## src/ccl_pkg.sv

```systemverilog
// Package with register map, field layout and types of the converter control bank.
package ccl_pkg;

  // ****************************************************************
  // Register offsets.
  // ****************************************************************
  localparam logic [7:0] CCL_MODE_CONTROL_ADDR = 8'h14;
  localparam logic [7:0] CCL_LIMITS_CONFIGURATION_ADDR = 8'h16;

  // ****************************************************************
  // Field positions of the mode control register.
  // ****************************************************************
  localparam int CCL_GATE_BIT = 0;
  localparam int CCL_SLEEP_BIT = 4;
  localparam int CCL_RAMP_BIT = 5;
  localparam int CCL_PULSE_HIGH_BIT = 6;
  localparam int CCL_PULSE_LOW_BIT = 7;
  localparam logic [7:0] CCL_MODE_CONTROL_MASK = 8'hF1;

  // ****************************************************************
  // Field positions of the limits configuration register.
  // ****************************************************************
  localparam int CCL_RESTART_BIT = 0;
  localparam int CCL_RSTIND_BIT = 1;
  localparam int CCL_SOFTRST_BIT = 2;
  localparam int CCL_THERM_LSB = 4;
  localparam int CCL_PEAK_LSB = 6;
  localparam logic [7:0] CCL_LIMITS_STORE_MASK = 8'hF3;

  // ****************************************************************
  // Reset values; the reset indicator comes up set.
  // ****************************************************************
  localparam logic [7:0] CCL_MODE_CONTROL_RESET = 8'h00;
  localparam logic [7:0] CCL_LIMITS_CONFIGURATION_RESET = 8'h02;

  // Warning temperatures in degrees Celsius per threshold code.
  localparam logic [7:0] CCL_WARN_TEMP_0 = 8'h53;
  localparam logic [7:0] CCL_WARN_TEMP_1 = 8'h5E;
  localparam logic [7:0] CCL_WARN_TEMP_2 = 8'h69;
  localparam logic [7:0] CCL_WARN_TEMP_3 = 8'h74;

  // Fault recovery states.
  typedef enum logic [1:0] {
    CCL_RUN = 2'b00,
    CCL_SHUTDOWN = 2'b01,
    CCL_RESTART = 2'b10
  } ccl_fault_state_t;

  // Register write request from the serial bus engine.
  typedef struct packed {
    logic wrEn;
    logic [7:0] addr;
    logic [7:0] data;
  } ccl_write_t;

  // Decoded controls to the analog core.
  typedef struct packed {
    logic selectPinGateEnable;
    logic forcedPulseMode;
    logic lowQuiescentMode;
    logic fullSleep;
    logic [1:0] peakCurrentLimit;
    logic [1:0] thermalWarningThreshold;
    logic [7:0] warnTempCelsius;
  } ccl_ctrl_t;

endpackage : ccl_pkg

```

## src/ccl_regs.sv

```systemverilog
// Converter command and limits register bank with fault restart control.
`timescale 1ns/100ps
`default_nettype none
// Function
// Gate bit D0 disables the voltage-select pin at 0, enables at 1.
// Sleep bit picks low-quiescent or full sleep when enable and select low.
// During voltage ramps, ramp bit 0 means automatic, 1 forced pulse mode.
// With mode signal high, high-state bit selects automatic or forced pulse.
// With mode signal low, low-state bit selects automatic or forced pulse.
// Mode control fields at D7, D6, D5, D4, D0; D3 to D1 read zero.
// Restart bit 0 keeps the device shut down after a thermal or short fault.
// Restart bit 1 starts a fresh power-up keeping programmed registers.
// Every reset to defaults loads the reset indicator with one.
// Host writes the reset indicator to zero to detect a later reset.
// Writing one to the soft reset bit returns all registers to defaults.
// Soft reset bit defaults to zero and clears itself, never reads one.
// Thermal threshold codes map to 83, 94, 105 and 116 degrees Celsius.
// Peak current field D7 to D6 selects one of four current limits.
// A soft reset also sets the reset indicator as part of defaults.
module ccl_regs (
  // Clock, reset and clock enable.
  input wire logic clock,
  input wire logic rst_b,
  input wire logic clkEn,
  // Register access from the serial bus engine.
  input wire ccl_pkg::ccl_write_t regWrite,
  input wire logic [7:0] readAddr,
  output logic [7:0] readData_ff,
  // Core status inputs from the pins and protection circuits.
  input wire logic enablePin,
  input wire logic voltageSelectPin,
  input wire logic modeSignal,
  input wire logic dynamicVoltageRamp,
  input wire logic thermalShutdown,
  input wire logic outputShortFault,
  // Controls to the regulation core.
  output ccl_pkg::ccl_ctrl_t ctrl_ff,
  output logic powerStageOn_ff,
  output logic powerUpStart_ff
);
  import ccl_pkg::*;

  // ****************************************************************
  // Pin synchronisers.
  // ****************************************************************
  logic [5:0] syncA_ff;
  logic [5:0] syncB_ff;
  wire logic [5:0] rawIn = {outputShortFault, thermalShutdown,
    dynamicVoltageRamp, modeSignal, voltageSelectPin, enablePin};

  // Two flops per asynchronous input; only the second stage is used.
  always_ff @(posedge clock or negedge rst_b) begin
    if (!rst_b) begin
      syncA_ff <= 6'h00;
      syncB_ff <= 6'h00;
    end else if (clkEn) begin
      syncA_ff <= rawIn;
      syncB_ff <= syncA_ff;
    end
  end

  wire logic enS = syncB_ff[0];
  wire logic selS = syncB_ff[1];
  wire logic modeS = syncB_ff[2];
  wire logic rampS = syncB_ff[3];
  wire logic faultS = syncB_ff[4] | syncB_ff[5];

  // ****************************************************************
  // Register file.
  // ****************************************************************
  logic [7:0] modeCtrl_ff;
  logic [7:0] limits_ff;
  logic [7:0] nxt_modeCtrl;
  logic [7:0] nxt_limits;

  wire logic wrMode = regWrite.wrEn && regWrite.addr == CCL_MODE_CONTROL_ADDR;
  wire logic wrLim = regWrite.wrEn &&
    regWrite.addr == CCL_LIMITS_CONFIGURATION_ADDR;
  wire logic softReset = wrLim && regWrite.data[CCL_SOFTRST_BIT];

  // Next register values; a soft reset loads defaults over any write.
  always_comb begin
    nxt_modeCtrl = modeCtrl_ff;
    nxt_limits = limits_ff;
    if (softReset) begin
      nxt_modeCtrl = CCL_MODE_CONTROL_RESET;
      nxt_limits = CCL_LIMITS_CONFIGURATION_RESET; // see R09
    end else begin
      if (wrMode) begin
        nxt_modeCtrl = regWrite.data & CCL_MODE_CONTROL_MASK;
      end
      if (wrLim) begin
        // Soft reset and spare bits are never stored.
        nxt_limits = regWrite.data & CCL_LIMITS_STORE_MASK;
      end
    end
  end

  // Registers load their defaults under the power-up reset.
  always_ff @(posedge clock or negedge rst_b) begin
    if (!rst_b) begin
      modeCtrl_ff <= CCL_MODE_CONTROL_RESET;
      limits_ff <= CCL_LIMITS_CONFIGURATION_RESET;
    end else if (clkEn) begin
      modeCtrl_ff <= nxt_modeCtrl;
      limits_ff <= nxt_limits;
    end
  end

  // ****************************************************************
  // Read path.
  // ****************************************************************
  wire logic [7:0] readMux =
    (readAddr == CCL_MODE_CONTROL_ADDR) ? modeCtrl_ff :
    (readAddr == CCL_LIMITS_CONFIGURATION_ADDR) ? limits_ff : 8'h00;

  // Read data is registered; unmapped addresses return zero.
  always_ff @(posedge clock or negedge rst_b) begin
    if (!rst_b) begin
      readData_ff <= 8'h00;
    end else if (clkEn) begin
      readData_ff <= readMux;
    end
  end

  // ****************************************************************
  // Operating mode decode.
  // ****************************************************************
  function automatic logic [7:0] warnTemp(input logic [1:0] code);
    case (code)
      2'b00: warnTemp = CCL_WARN_TEMP_0;
      2'b01: warnTemp = CCL_WARN_TEMP_1;
      2'b10: warnTemp = CCL_WARN_TEMP_2;
      default: warnTemp = CCL_WARN_TEMP_3;
    endcase
  endfunction : warnTemp

  // Ramp mode overrides the mode-signal selection while a ramp runs.
  wire logic stateMode = modeS ? modeCtrl_ff[CCL_PULSE_HIGH_BIT]
                               : modeCtrl_ff[CCL_PULSE_LOW_BIT];
  wire logic pulseMode = rampS ? modeCtrl_ff[CCL_RAMP_BIT]
                               : stateMode;
  wire logic gateOn = modeCtrl_ff[CCL_GATE_BIT];
  wire logic idleLow = !enS && !(gateOn && selS);
  wire logic sleepBit = modeCtrl_ff[CCL_SLEEP_BIT];
  ccl_ctrl_t nxt_ctrl;

  // Control word sent to the core.
  always_comb begin
    nxt_ctrl.selectPinGateEnable = gateOn;
    nxt_ctrl.forcedPulseMode = pulseMode;
    nxt_ctrl.lowQuiescentMode = idleLow && !sleepBit;
    nxt_ctrl.fullSleep = idleLow && sleepBit;
    nxt_ctrl.peakCurrentLimit = limits_ff[CCL_PEAK_LSB +: 2];
    nxt_ctrl.thermalWarningThreshold = limits_ff[CCL_THERM_LSB +: 2];
    nxt_ctrl.warnTempCelsius = warnTemp(limits_ff[CCL_THERM_LSB +: 2]);
  end

  // Control outputs come straight from flops.
  always_ff @(posedge clock or negedge rst_b) begin
    if (!rst_b) begin
      ctrl_ff <= '0;
    end else if (clkEn) begin
      ctrl_ff <= nxt_ctrl;
    end
  end

  // ****************************************************************
  // Fault shutdown and restart.
  // ****************************************************************
  ccl_fault_state_t state_ff;
  ccl_fault_state_t nxt_state;
  wire logic restartEn = limits_ff[CCL_RESTART_BIT];

  // A fault shuts the stage; restart only when the fault is gone and enabled.
  always_comb begin
    case (state_ff)
      CCL_RUN: nxt_state = faultS ? CCL_SHUTDOWN : CCL_RUN;
      CCL_SHUTDOWN: begin
        if (!faultS && restartEn) begin
          nxt_state = CCL_RESTART;
        end else begin
          nxt_state = CCL_SHUTDOWN;
        end
      end
      CCL_RESTART: nxt_state = faultS ? CCL_SHUTDOWN : CCL_RUN;
      default: nxt_state = CCL_SHUTDOWN;
    endcase
  end

  // State and its registered outputs; registers are not touched here.
  always_ff @(posedge clock or negedge rst_b) begin
    if (!rst_b) begin
      state_ff <= CCL_RUN;
      powerStageOn_ff <= 1'b0;
      powerUpStart_ff <= 1'b0;
    end else if (clkEn) begin
      state_ff <= nxt_state;
      powerStageOn_ff <= nxt_state == CCL_RUN;
      powerUpStart_ff <= nxt_state == CCL_RESTART;
    end
  end

  // ****************************************************************
  // Assertions.
  // ****************************************************************
  chk_soft_reset_defaults: assert property (
    @(posedge clock) disable iff (!rst_b)
    clkEn && softReset |=> modeCtrl_ff == CCL_MODE_CONTROL_RESET &&
      limits_ff == CCL_LIMITS_CONFIGURATION_RESET)
    else $error("Soft reset did not restore defaults.");
  chk_softrst_never_reads: assert property (
    @(posedge clock) disable iff (!rst_b) !limits_ff[CCL_SOFTRST_BIT])
    else $error("Soft reset bit was retained.");
  chk_indicator_set: assert property (
    @(posedge clock) disable iff (!rst_b)
    clkEn && softReset |=> limits_ff[CCL_RSTIND_BIT])
    else $error("Reset indicator not set by soft reset.");
  chk_spare_zero: assert property (
    @(posedge clock) disable iff (!rst_b) modeCtrl_ff[3:1] == 3'b000)
    else $error("Spare mode bits not zero.");
  chk_mode_high: assert property (
    @(posedge clock) disable iff (!rst_b)
    clkEn && modeS && !rampS |=>
      ctrl_ff.forcedPulseMode == $past(modeCtrl_ff[CCL_PULSE_HIGH_BIT]))
    else $error("High-state mode wrong.");
  chk_mode_low: assert property (
    @(posedge clock) disable iff (!rst_b)
    clkEn && !modeS && !rampS |=>
      ctrl_ff.forcedPulseMode == $past(modeCtrl_ff[CCL_PULSE_LOW_BIT]))
    else $error("Low-state mode wrong.");
  chk_ramp_mode: assert property (
    @(posedge clock) disable iff (!rst_b)
    clkEn && rampS |=>
      ctrl_ff.forcedPulseMode == $past(modeCtrl_ff[CCL_RAMP_BIT]))
    else $error("Ramp mode wrong.");
  chk_no_restart: assert property (
    @(posedge clock) disable iff (!rst_b)
    clkEn && state_ff == CCL_SHUTDOWN && !restartEn |=> !powerUpStart_ff)
    else $error("Restart without enable.");
  chk_sleep_mode: assert property (
    @(posedge clock) disable iff (!rst_b)
    clkEn && idleLow |=> ctrl_ff.fullSleep == $past(sleepBit) &&
      ctrl_ff.lowQuiescentMode == !$past(sleepBit))
    else $error("Sleep selection wrong.");

  // Write and decode checks: stored values, soft reset readback, gate, peak and warning fields.
  chk_gate_follows: assert property (
    @(posedge clock) disable iff (!rst_b)
    clkEn |=> ctrl_ff.selectPinGateEnable ==
      $past(modeCtrl_ff[CCL_GATE_BIT]))
    else $error("Gate enable output wrong.");
  chk_mode_write: assert property (
    @(posedge clock) disable iff (!rst_b)
    clkEn && wrMode && !softReset |=>
      modeCtrl_ff == ($past(regWrite.data) & CCL_MODE_CONTROL_MASK))
    else $error("Mode control write not stored.");
  chk_limits_write: assert property (
    @(posedge clock) disable iff (!rst_b)
    clkEn && wrLim && !softReset |=>
      limits_ff == ($past(regWrite.data) & CCL_LIMITS_STORE_MASK))
    else $error("Limits write not stored.");
  chk_softrst_read: assert property (
    @(posedge clock) disable iff (!rst_b) !readData_ff[CCL_SOFTRST_BIT])
    else $error("Soft reset bit was read back.");
  chk_peak_field: assert property (
    @(posedge clock) disable iff (!rst_b)
    clkEn |=> ctrl_ff.peakCurrentLimit ==
      $past(limits_ff[CCL_PEAK_LSB +: 2]))
    else $error("Peak current field wrong.");
  chk_warn_lowest: assert property (
    @(posedge clock) disable iff (!rst_b)
    clkEn && limits_ff[CCL_THERM_LSB +: 2] == 2'b00 |=>
      ctrl_ff.warnTempCelsius == CCL_WARN_TEMP_0)
    else $error("Lowest warning temperature wrong.");
  chk_warn_highest: assert property (
    @(posedge clock) disable iff (!rst_b)
    clkEn && limits_ff[CCL_THERM_LSB +: 2] == 2'b11 |=>
      ctrl_ff.warnTempCelsius == CCL_WARN_TEMP_3)
    else $error("Highest warning temperature wrong.");

  // Fault sequence checks: a fault stops the stage, a restart is one pulse.
  chk_fault_stops: assert property (
    @(posedge clock) disable iff (!rst_b)
    clkEn && faultS |=> !powerStageOn_ff && !powerUpStart_ff)
    else $error("Stage kept running during a fault.");
  chk_restart_pulse: assert property (
    @(posedge clock) disable iff (!rst_b)
    clkEn && state_ff == CCL_SHUTDOWN && restartEn && !faultS |=>
      powerUpStart_ff && !powerStageOn_ff)
    else $error("Restart did not begin a power-up.");
  chk_pulse_single: assert property (
    @(posedge clock) disable iff (!rst_b)
    clkEn && powerUpStart_ff |=> !powerUpStart_ff)
    else $error("Power-up start pulse too long.");
  chk_restart_keeps: assert property (
    @(posedge clock) disable iff (!rst_b)
    clkEn && state_ff == CCL_RESTART && !regWrite.wrEn |=>
      $stable(modeCtrl_ff) && $stable(limits_ff))
    else $error("Registers changed by a restart.");

  // Clock-enable check: registers, state and read data hold while the enable is low.
  chk_frozen_state: assert property (
    @(posedge clock) disable iff (!rst_b)
    !clkEn |=> $stable(modeCtrl_ff) && $stable(limits_ff) &&
      $stable(state_ff) && $stable(readData_ff))
    else $error("State changed while the clock enable was low.");

endmodule : ccl_regs
`default_nettype wire

```

## config.mk

```make
export PLATFORM = sky130hd
export DESIGN_NAME = ccl_regs
export DESIGN_NICKNAME = d
export VERILOG_FILES = /design/src/ccl_pkg.sv /design/src/ccl_regs.sv
export SDC_FILE = /design/constraint.sdc
export NUM_CORES = 1
export LEC_CHECK = 0
export BUFFER_PORTS_ARGS = -buffer_cell sky130_fd_sc_hd__buf_2
export CAP_MARGIN = 20
export CORE_UTILIZATION = 55
export CTS_CLUSTER_DIAMETER = 150
export DETAILED_ROUTE_END_ITERATION = 10
export GPL_TIMING_DRIVEN = 0
export PLACE_DENSITY = 0.87
export SKIP_LAST_GASP = 1
export SYNTH_ARGS = -nofsm -noshare
export SYNTH_HDL_FRONTEND = slang
export SYNTH_SLANG_ARGS = --single-unit
```

## constraint.sdc

```tcl
create_clock -name clock -period 2.95 [get_ports clock]
set_clock_uncertainty 0.2 [all_clocks]
set_input_delay 0.1475 -clock clock [delete_from_list [all_inputs] [get_ports clock]]
set_output_delay 0.1475 -clock clock [all_outputs]
set_load 0.1 [all_outputs]
```

Word-level counts from Yosys, hierarchy flattened. Cells that the tools add are included. W data, S select, Z words.

Add/sub/neg operators: 0. Multipliers: 0. Div/mod/pow operators: 0. Order comparisons: 0. Equal/unequal tests: 9. Shifts and indexed selects: 0. Mux-type cells: 12. Bitwise operators: 1. Reduce and logical (&&, ||, !) cells: 20.

Operator list (number): $mux W8 (6); $eq A8 B5 Y1 const B (4); $pmux W6 S3 (1); $logic_and A1 B1 Y1 (8); $eq A2 B2 Y1 const B (3); $logic_not A2 Y1 (3); $eq A2 B1 Y1 const B (2); $logic_not A1 Y1 (4); $pmux W2 S2 (1); $reduce_and A2 Y1 (2); $reduce_bool A2 Y1 (2); $mux W1 (3); $mux W2 (1); $reduce_or A2 Y1 (1); $or A1 B1 Y1 (1).

Bits in registers: 56. Latch bits: 0. Bits in writable memories: 0. Bits in read-only memories: 0. Input port bits: 34. Output and inout port bits: 26. Memories kept: 0.

Logic depth before layout (Yosys ltp).
Depth after elaboration: 6. Depth in mapped cells: 5. Gate-level depth less buffers: 5.

Worst setup path after synthesis. Ideal clock, no wire load.

Kind: register to register. From: register, netlist name ctrl_ff[6]. To: register ctrl_ff[6] in the netlist's numbering. Setup time: 129 ps. Arrival time: 1137 ps. Data required time: 2621 ps. Path slack: 1484 ps. Cell stages (with the launch flop): 2. Path buffers: 0. Period minus slack after synthesis: 1466 ps. Cell sequence: dfrtp_1 > or2_2.

RTL lines: end signal: assignment (line ccl_regs.sv:164) `ctrl_ff <= nxt_ctrl;`; end: declaration (line ccl_regs.sv:37) `output ccl_pkg::ccl_ctrl_t ctrl_ff,`.

Worst setup path after layout.
From: input regWrite[2] in the netlist's numbering. To: register limits_ff[1].

Word-level cells in the longest chain between the ends: 3. Elaborated cells on any way between the ends: 4.

Ends and longest elaborated chain: start: declaration (line ccl_regs.sv:26) `input wire ccl_pkg::ccl_write_t regWrite,`; $logic_and A1 B1 Y1 * (line ccl_regs.sv:79) `wire logic softReset = wrLim && regWrite.data[CCL_SOFTRST_BIT];`; $reduce_bool A2 Y1 (no source line); $reduce_and A2 Y1 (no source line); end signal: assignment (line ccl_regs.sv:106) `limits_ff <= nxt_limits;`; end: declaration (line ccl_regs.sv:72) `logic [7:0] limits_ff;`.

Mark *: on every way between the ends. The rest lies on a longest branch, timed or not. A chain may end at the register's enable or synchronous reset.

==> run_results.csv <==
group,metric,value,unit
outcome,status,"finished, final reports clean",
setup_path,r2r-end,"limits_ff[1]",
sta,setup_tns,0,ps
final_layout,final_nets,289,
pwr,power_density,548,nW/µm²
sta,hold_viol_final,0,
sta,clock.fmax,635,MHz
floorplan,start_util,57.4,%
global_routing,grt_pass1_wl,7.65,mm
placed_design,gp_congestion,0.755,
setup_path,worstSetupEndpoint,"limits_ff[1]",
pwr,irDropWorstVdd,0.000510,V
final_layout,drive_above_1_share,40.0,%
final_layout,final_common_cell,"buf_2",
detailed_routing,vias,1554,
final_layout,stdcell_count,298,
worst_hold_path,hp-class,"in -> async",
clock_network,cts_max_level,2,
setup_path,crit_required,2990,ps
detailed_routing,first_iter_violations,43,
sta,setup_viol_count_final,0,
setup_path,worst-path-max-fanout,7,
floorplan,floorplan.die_area,4100,µm²
placed_design,numPortBuffers,54,
final_layout,antenna_cells,0,
logic_synthesis,ys_warn_count,0,
setup_path,ff2ff_path_depth,3,
logic_synthesis,synth_area,2120,µm²
floorplan,num_rows,22,
floorplan,die_w,64.0,µm
detailed_routing,drc,0,
sta,min_period,1570,ps
global_routing,grt-ovfl-total,0,
setup_path,arrival,1610,ps
floorplan,die_h,64.0,µm
pwr,clockPowerShare,35.8,%
clock_network,clock_path_buffers,2,
pwr,swShare,26.3,%
logic_synthesis,avgSynthCellArea,12.4,µm²
final_layout,layout_common_cells,"57 x buf_2, 47 x dfrtp_1, 27 x mux2_2, 15 x dlygate4sd3_1, 13 x inv_1",
final_layout,area_growth,30.1,%
setup_path,start_kind,"input pin",
pwr,p_seq_share,47.7,%
setup_path,crit_start,"regWrite[2]",
floorplan,core-area,3690,µm²
detailed_routing,ant_nets,0,
pwr,share_comb_of_total_power,16.6,%
placed_design,placed_cell_area,2450,µm²
placed_design,dpl.hpwl,2.97,mm
sta,slew_violations,0,
pwr,power_leakage,1.36,nW
clock_network,cts_resized,0,
sta,rsz0062_at_grt,"false",
detailed_routing,drt-pass1-iter-count,4,
global_routing,gr-usage-all-layers,25.5,%
setup_path,end_kind,"flip-flop",
clock_network,cts-root-buf,"clkbuf_8",
floorplan,ios,60,
clock_network,cts_tree,"done",
clock_network,path_clk_slew,80,ps
setup_path,reg2reg_slack,1400,ps
clock_network,clock-sinks,48,
detailed_routing,via_per_inst,5.21,
placed_design,place_inst,275,
detailed_routing,wire_per_inst,15.0,µm
logic_synthesis,synth_cells,171,
clock_network,clk_latency,300,ps
setup_path,worstSetupPathType,"in -> reg",
global_routing,antenna_found_initial,0,
logic_synthesis,ys_seq_area_share,56.8,%
sta,slew_headroom,59.8,%
final_layout,fillerInstances,264,
clock_network,cts_made_buffers,5,
pwr,power.switching,0.397,mW
detailed_routing,wirelength,4.47,mm
flow_run,drv_cap,0,
setup_path,reg2reg_from,"limits_ff[1]",
logic_synthesis,ys_seq_elements,48,
final_layout,fin_area,2750,µm²
global_routing,grt_max_degree,49,
sta,period_share,53.4,%
pwr,intPower,1.11,mW
sta,worst_pin_slew,603,ps
logic_synthesis,ys_types,33,
global_routing,grt_pass1_vias,1620,
## worst min path at each step
| stage | startpoint | to | slack, ps |
|---|---|---|---|
| after CTS | regWrite[9] | limits_ff[4] | 30 |
| after global routing | rst_b | ctrl_ff[8] | 6 |
| after floorplan | rst_b | ctrl_ff[0] | -350 |
| final | rst_b | ctrl_ff[4] | 7 |
| after detailed placement | rst_b | ctrl_ff[4] | 180 |
| after global placement | rst_b | ctrl_ff[2] | 180 |
## final cells by class
class                      instances  area (µm²)  area share, %
sequential                        48        1200           43.7
multi-input combinational        103         823           29.9
timing repair buffer              70         440           16.0
clock buffer                       5        68.8           2.50
clock inverter                     2        60.1           2.18
tap                               48        60.1           2.18
buffer                             9        48.8           1.77
inverter                          13        48.8           1.77
## flip-flops by register name, summed over array words and instances, names as in the netlist
signal,count
ctrl_ff,15
limits_ff,6
powerStageOn_ff,1
powerUpStart_ff,1
syncA_ff,6
readData_ff,6
syncB_ff,6
state_ff,2
modeCtrl_ff,5
## cells in the mapped netlist, drive strengths merged
cell type / count / share of area (%)
nand3b: 1 / 0.35
nand2: 9 / 1.6
and3: 1 / 0.30
a22o: 5 / 2.1
nor2b: 5 / 1.5
nand3: 2 / 0.47
ha: 5 / 3.0
nand2b: 2 / 0.59
o22ai: 6 / 1.8
o21ai: 5 / 1.2
or4b: 1 / 0.47
nor4b: 2 / 0.83
conb: 1 / 0.18
clkbuf: 2 / 0.35
nor2: 10 / 1.8
nand4: 1 / 1.0
nor3b: 2 / 0.95
dfstp: 1 / 1.2
nor3: 1 / 0.24
mux2: 30 / 16
buf: 7 / 2.0
mux2i: 4 / 1.9
or2: 1 / 0.30
and4bb: 1 / 0.59
inv: 13 / 2.3
a21oi: 5 / 1.2
o2111ai: 1 / 0.41
dfrtp: 47 / 56
## cells by family (layout without fill, tap and decap cells)
group | after synthesis | in the layout | share of synthesized area (%)
buf+inv | 22 | 99 | 4.61
simple gates | 39 | 39 | 10.9
flops | 48 | 48 | 56.8
compound gates | 22 | 22 | 6.62
fa+ha+maj | 5 | 5 | 2.96
mux | 34 | 34 | 17.9
other cells | 1 | 3 | 0.177
## repair_timing
| action | CTS | global route |
|---|---|---|
| setup endpoints to repair | 0 | 0 |
| setup buffers | 0 | 0 |
| hold buffers | 15 | 0 |
| hold endpoints to repair | 63 | 0 |
## metrics by stage
| step | hold WS (ps) | util (%) | power [mW] | setup WS, ps |
|---|---|---|---|---|
| after global routing | 5.91 | 74.6 | 1.56 | 1340 |
| after CTS | 26.5 | 74.1 | 1.51 | 1400 |
| after floorplan | -348 | - | 0.891 | 1480 |
| after global placement | 176 | 66.5 | 0.952 | 1500 |
| after detailed placement | 179 | 66.5 | 0.959 | 1450 |
| final | 7.15 | 74.6 | 1.51 | 1380 |
## power by group through the flow
stage | Sequential [mW] | Clock (mW) | Combinational, mW
floorplan | 0.804 | 0 | 0.0874
global placement | 0.727 | 0 | 0.225
detailed placement | 0.729 | 0 | 0.231
CTS | 0.716 | 0.547 | 0.245
global route | 0.723 | 0.574 | 0.266
finish | 0.719 | 0.539 | 0.250
## routing by layer
| layer | routed length [µm] | track usage, % |
|---|---|---|
| met1 | 1910 | 30.2 |
| met2 | 2230 | 43.8 |
| met3 | 207 | 5.54 |
| met4 | 126 | 12.2 |
| met5 | 0 | 0 |
## critical path, cell delays in order
cell and delay [ps]:
dlygate4sd3_1 510, buf_2 170, nor2_1 70, mux2i_1 130, dlygate4sd3_1 580
Note: power is estimated with default switching activity, not from simulation.
